File: src/core/rtc_port_pkg.sv
package rtc_port_pkg;
  // ----------------------------------------
  // address space
  // ----------------------------------------
  localparam int unsigned LOC_COUNT      = 128;
  localparam int unsigned CTRL_REG_COUNT = 14;
  localparam int unsigned ADDR_BITS      = 7;
  localparam int unsigned DATA_BITS      = 8;
  localparam logic [6:0]  ADDR_RESET     = 7'h00;
  localparam logic [7:0]  DATA_RESET     = 8'h00;
  // ----------------------------------------
  // strap encoding
  // ----------------------------------------
  localparam logic        STRAP_DATA_STROBE  = 1'b1;
  localparam logic        STRAP_SPLIT_STROBE = 1'b0;
  localparam logic [1:0]  STRAP_SETTLE       = 2'h2;
endpackage : rtc_port_pkg
File: src/core/pin_sync.sv
`timescale 1ns/1ps
`default_nettype none
module pin_sync #(
  parameter int unsigned WIDTH = 1
) (
  input  wire logic             clk_in,
  input  wire logic             nrst_in,
  input  wire logic [WIDTH-1:0] async_in,
  output logic      [WIDTH-1:0] sync_out
);
  logic [WIDTH-1:0] meta_reg;
  logic [WIDTH-1:0] sync_reg;

  always_ff @(posedge clk_in)
  begin
    if (!nrst_in)
    begin
      meta_reg <= '0;
      sync_reg <= '0;
    end
    else
    begin
      meta_reg <= async_in;
      sync_reg <= meta_reg;
    end
  end

  assign sync_out = sync_reg;
endmodule // pin_sync
`default_nettype wire

File: src/core/rtc_muxed_bus_port.sv
`timescale 1ns/1ps
`default_nettype none
// Overview of operation
// - falling address-latch strobe captures bus bits 0..6 as address.
// - 128 byte locations: 14 control registers, rest general RAM.
// - data-strobe mode captures write data on data strobe fall.
// - reads drive all eight bits during the read strobe.
// - read ends on data strobe fall or read strobe rise.
// - data-strobe mode drives read data only while strobe high.
// - split-strobe mode: strobe pin is active-low read enable.
// - strap high selects data-strobe mode, low or open split-strobe.
// - variants without strap run permanently in split-strobe mode.
// - split-strobe mode: direction pin is active-low write strobe.
// - device select low throughout strobe, else no access; a read drives only in cycles with select low, a write checks select only in the cycle its strobe ends.
module rtc_muxed_bus_port #(
  parameter bit HAS_STRAP = 1'b1
) (
  input  wire logic       clk_in,
  input  wire logic       nrst_in,
  input  wire logic [7:0] shared_addr_data_bus_in,
  output logic      [7:0] shared_addr_data_bus_out,
  output logic            shared_addr_data_bus_oe_out,
  input  wire logic       address_latch_strobe_in,
  input  wire logic       data_phase_strobe_in,
  input  wire logic       direction_in,
  input  wire logic       select_n_in,
  input  wire logic       bus_style_strap_in,
  output logic [6:0]      latched_addr_out,
  output logic            ctrl_space_out,
  output logic            mode_data_strobe_out
);
  // ----------------------------------------
  // pin synchronisers
  // ----------------------------------------
  logic [7:0] bus_s;
  logic [4:0] ctl_s;

  pin_sync #(.WIDTH(8)) u_bus_sync (
    .clk_in   (clk_in),
    .nrst_in  (nrst_in),
    .async_in (shared_addr_data_bus_in),
    .sync_out (bus_s)
  );

  pin_sync #(.WIDTH(5)) u_ctl_sync (
    .clk_in   (clk_in),
    .nrst_in  (nrst_in),
    .async_in ({bus_style_strap_in, select_n_in, direction_in,
                data_phase_strobe_in, address_latch_strobe_in}),
    .sync_out (ctl_s)
  );

  logic as_s, ds_s, dir_s, sel_n_s, strap_s;
  assign as_s    = ctl_s[0];
  assign ds_s    = ctl_s[1];
  assign dir_s   = ctl_s[2];
  assign sel_n_s = ctl_s[3];
  assign strap_s = ctl_s[4];

  // ----------------------------------------
  // state
  // ----------------------------------------
  typedef struct packed {
    logic       as_d;
    logic       ds_d;
    logic       dir_d;
    logic       mode_ds;
    logic       strap_done;
    logic [1:0] strap_wait;
    logic [6:0] addr;
    logic [7:0] dout;
    logic       oe;
  } port_s;

  logic [7:0] mem [rtc_port_pkg::LOC_COUNT];
  port_s state_reg;
  port_s state_next;
  logic  wr_en;

  logic read_active;
  logic write_fire;

  always_comb
  begin
    state_next       = state_reg;
    state_next.as_d  = as_s;
    state_next.ds_d  = ds_s;
    state_next.dir_d = dir_s;
    read_active      = 1'b0;
    write_fire       = 1'b0;
    // strap sampled once the synchronisers have flushed
    if (!state_reg.strap_done)
    begin
      if (state_reg.strap_wait == rtc_port_pkg::STRAP_SETTLE)
      begin
        state_next.strap_done = 1'b1;
        state_next.mode_ds    = HAS_STRAP && (strap_s == rtc_port_pkg::STRAP_DATA_STROBE);
      end
      else
      begin
        state_next.strap_wait = state_reg.strap_wait + 2'h1;
      end
    end
    // bit 7 dropped on address capture
    if (state_reg.as_d && !as_s)
    begin
      state_next.addr = bus_s[6:0];
    end
    // no access until the strap has settled
    if (state_reg.strap_done && state_reg.mode_ds)
    begin
      read_active = ds_s && dir_s && !sel_n_s;
      write_fire  = state_reg.ds_d && !ds_s && !state_reg.dir_d && !sel_n_s;
    end
    else if (state_reg.strap_done)
    begin
      read_active = !ds_s && !sel_n_s;
      write_fire  = !state_reg.dir_d && dir_s && !sel_n_s;
    end
    state_next.oe = read_active;
    if (read_active)
    begin
      state_next.dout = mem[state_reg.addr];
    end
  end

  always_ff @(posedge clk_in)
  begin
    if (!nrst_in)
    begin
      state_reg <= '{as_d: 1'b0, ds_d: 1'b0, dir_d: 1'b1, mode_ds: 1'b0, strap_done: 1'b0, strap_wait: 2'h0,
                     addr: rtc_port_pkg::ADDR_RESET, dout: rtc_port_pkg::DATA_RESET, oe: 1'b0};
    end
    else
    begin
      state_reg <= state_next;
    end
  end

  // data held from the last sample before the write strobe ends
  logic [7:0] wdata_reg;
  always_ff @(posedge clk_in)
  begin
    wdata_reg <= bus_s;
  end

  assign wr_en = write_fire && state_reg.strap_done;
  always_ff @(posedge clk_in)
  begin
    if (wr_en)
    begin
      mem[state_reg.addr] <= wdata_reg;
    end
  end

  assign shared_addr_data_bus_out    = state_reg.dout;
  assign shared_addr_data_bus_oe_out = state_reg.oe;
  assign latched_addr_out            = state_reg.addr;
  assign ctrl_space_out              = ({25'h0, state_reg.addr} < rtc_port_pkg::CTRL_REG_COUNT);
  assign mode_data_strobe_out        = state_reg.mode_ds;
endmodule // rtc_muxed_bus_port
`default_nettype wire

File: config.mk
export PLATFORM = sky130hd
export DESIGN_NAME = rtc_muxed_bus_port
export DESIGN_NICKNAME = d
export VERILOG_FILES = /design/src/core/rtc_port_pkg.sv /design/src/core/pin_sync.sv /design/src/core/rtc_muxed_bus_port.sv
export SDC_FILE = /design/constraint.sdc
export NUM_CORES = 1
export LEC_CHECK = 0
export ABC_AREA = 1
export BUFFER_PORTS_ARGS = -buffer_cell sky130_fd_sc_hd__buf_4
export CAP_MARGIN = 25
export CORE_MARGIN = 3
export CORE_UTILIZATION = 45
export DETAILED_ROUTE_END_ITERATION = 12
export GPL_ROUTABILITY_DRIVEN = 0
export PLACE_DENSITY = 0.65
export REMOVE_ABC_BUFFERS = 1
export SLEW_MARGIN = 20
export SYNTH_ARGS = -nofsm -noshare
export SYNTH_HDL_FRONTEND = slang
export SYNTH_SLANG_ARGS = --single-unit
File: constraint.sdc
create_clock -name clk_in -period 2.55 [get_ports clk_in]
set_clock_uncertainty 0.2 [all_clocks]
set_input_delay 0.1275 -clock clk_in [delete_from_list [all_inputs] [get_ports clk_in]]
set_output_delay 0.1275 -clock clk_in [all_outputs]
set_load 0.005 [all_outputs]
==> metrics.md <==
| Metric | Value |
|---|---|
| Clock Sinks | `about 1100` |
| FF-to-FF path depth | `15` |
| Final Util | `53.8%` |
| Worst Hold End | `wdata_reg[7]` |
| Area Growth Syn to Fin | `18.3%` |
| Power density over the cells | `684 nW/um^2` |
| Reported max-cap violation count | `0` |
| CP endpoint kind | `register` |
| Hold Crit Depth | `0` |
| Worst slew pin tran | `0.728 ns` |
| DRT Pass-1 Iters | `5` |
| Hold crit path type | `reg -> reg` |
| Avg Cell Area, Syn | `10.6 um^2` |
| Per-cell routed wire length | `roughly 19 um` |
| Crit path max fanout | `14` |
| Core area | `about 100000 um^2` |
| Yosys warns | `0` |
| CP required | `2.92 ns` |
| Placed cell count | `a little under 6000` |
| DR vias/cell | `5.02` |
| Final slew viol count | `0` |
| Peak supply drop | `a little over 0.6 mV` |
| PortBufs | `32` |
| Final net count | `around 4600` |
| Reg-to-Reg End | `shared_addr_data_bus_out[2]` |
| Worst Setup SP | `latched_addr_out[0]` |
| DRT iter0 DRCs | `2755` |
| Routed Antenna Nets | `0` |
| I/O pin cnt | `33` |
| R2r startpoint | `latched_addr_out[0]` |
| Num CTS Buffers | `107` |
| Fin cells | `6024` |
| Post-Synth XOR/XNOR Area | `0.0192%` |
| R2R Setup Slk | `0.04 ns` |
| H-tree depth | `3` |
| CP Launch Type | `register` |
| Clock Pin Slew Worst Setup and Hold Paths | `0.07 ns` |
| Post-synth EDFFs | `1024` |
| Setup TNS | `0 ns` |
| First-pass GRT wire length | `173000 um` |
| Hold path startpoint | `u_bus_sync.sync_out[7]` |
| Total Power | `about 37000 uW` |
| Root Driver | `clkbuf_16` |
| GR peak layer | `met2` |
| Syn Inst Count | `between 4000 and 5000` |
| Most used flip-flop cell after synthesis | `edfxtp_1` |
| CTS tree | `built` |
| Gr usage total | `21.4%` |
| Async set-reset flop share out of synthesis | `0%` |
| Largest family of logic cells by synthesized area | `simple AND/OR/NAND/NOR gates` |
| # diodes | `0` |
| RSZ-0062 raised after global routing | `yes` |
| Yosys reg bits | `1081` |
| Latest clock arrival within the worst-skew pair | `between 0.6 and 0.7 ns` |
| Antenna violations before repair | `1` |
| Drt total wl | `116000 um` |
| Post-layout min period | `roughly 2.5 ns` |
| Most common cell after layout, fill and taps aside | `edfxtp_1` |
| Worst path most repeated cell | `nor2_1` |
| Fin crit share | `98.5%` |
| Post-synthesis compound-gate area fraction | `3.39%` |
| Die Area | `105000 um^2` |
| Synth Area in Adders | `0.0274%` |
| Most frequent cells in the layout | `edfxtp_1, nand2_1, inv_1` |
| CP max stage cell | `dfxtp_4` |
| Yosys cell types | `23` |
| Seq/Total Area, Yosys | `69.9%` |
| Max incr delay on CP | `around 0.4 ns` |
| # rows | `116` |
| Slew headroom | `approximately 50%` |
| Clock Tree Buf Depth | `3` |
| Number of flip-flops in the largest register | `1024` |
| Number of hold violations in the final report | `0` |
| Largest reg by FF count | `mem` |
| Static leakage | `0.0222 uW` |
| Mux share of post-synthesis cell area | `0%` |
| Vias in the first global route | `about 29000` |
| Mapped cell area | `approximately 46000 um^2` |
| Vias | `30300` |
| DIE WIDTH | `324 um` |
| Initial Utilization | `45.5%` |
| Met3 Use GR | `under 10%` |
| Path type of the worst setup path | `reg -> reg` |
| Ratio of cells with drive above 1 in the final layout | `14.1%` |
| Drt drc | `0` |
| Critical-path cell list | `buf_12 > buf_16 > buf_12 > buf_4 > nand2_1 > nand3_1 > nand2_1 > nor2_1 > nor2_1 > nor2_1 > nand2_1 > nand2_1 > nand3_2 > nor2_1 > nor2_1` |
| Grt met1 use | `around 30%` |
| Fmax | `398 MHz` |
| Post-DP HPWL | `68900 um` |
| Setup violators final | `0` |
| Status | `finished clean` |
| Critical Path AT | `2.88 ns` |
| Grt ovf | `0` |
| Pin count of the biggest net entering global routing | `92` |
| Die height | `324 um` |
| Synth Area in Simple Gates | `18.6%` |
| Met2 GRT Util | `34.9%` |
-- power by group --
group          leakage (uW)  switching, uW  internal (uW)  total [uW]
Clock               0.00173           6570           9030       15600
Sequential          0.00996            151          19400       19600
Combinational        0.0105           1140            619        1760
-- worst max-delay path, delay by kind of cell, from the launching register on --
kind	cells	cell delay (ns)
flip-flops	1	0.40
AND/OR/NAND/NOR	11	1.16
buffers and inverters	4	0.61
-- metal layers --
metal | vias to the layer above | wire, um
met5 | - | 13
met4 | 2 | 3310
met3 | 207 | 8860
met2 | 1132 | 55000
met1 | 14500 | 48800
li1 | 14500 | -
-- final cells by class --
class                      instances  area (um^2)
clock buffer                     145         2960
clock inverter                    54          526
fill                            8391        46300
inverter                         672         2550
multi-input combinational       2325        10300
sequential                      1081        31900
tap                             1357         1700
timing repair buffer             389         4040
timing repair inverter             1         11.3
-- stage by stage --
stage          setup WS (ns)  hold WS [ns]  instance area, um^2
2_1_floorplan         -21.33        0.0210                44500
3_3_place_gp          -0.145         0.109                49300
3_5_place_dp          -0.149         0.114                49300
4_1_cts              -0.0115        0.0984                53500
5_1_grt              -0.0528         0.135                54000
6_report              0.0387         0.126                54000
-- cell families (layout without fill, tap and decap cells) --
kind of cell,after synthesis,in the layout
flops,1081,1081
compound gates,236,236
simple gates,2087,2087
fa+ha+maj,1,1
buf+inv,887,1261
xor+xnor,1,1
-- how the worst max path moves through the flow --
stage	to	slack [ns]
after global placement	shared_addr_data_bus_out[7]	-0.15
after floorplan	mem[0][0]	-21.33
after CTS	shared_addr_data_bus_out[1]	-0.01
final	shared_addr_data_bus_out[2]	0.04
after global routing	shared_addr_data_bus_out[1]	-0.05
after detailed placement	shared_addr_data_bus_out[2]	-0.15
-- cells in the mapped netlist, types with 2 or more instances --
cell      instances  area [um^2]
a21oi_1          11         55.1
buf_1             3         11.3
buf_2           114          571
buf_4            20          150
buf_6            16          180
clkbuf_1         62          233
dfxtp_1          57         1140
edfxtp_1       1024        30700
inv_1           670         2510
inv_2             2         7.51
nand2_1        1030         3870
nand3_1         298         1490
nor2_1          651         2440
o211ai_1        146         1100
o21ai_0          78          390
or2_0            14         87.6
or2_1            10         62.6
or2_2            82          513
-- repair_timing --
item,4_1_cts,5_1_grt
gates cloned,3,10
gates resized for setup,26,56
setup buffers,7,5
hold buffers,40,0
endpoints found under the hold margin,49,0
setup endpoints to repair,56,21
pin swaps,7,16
No activity file was read; power rests on OpenSTA's default activity.
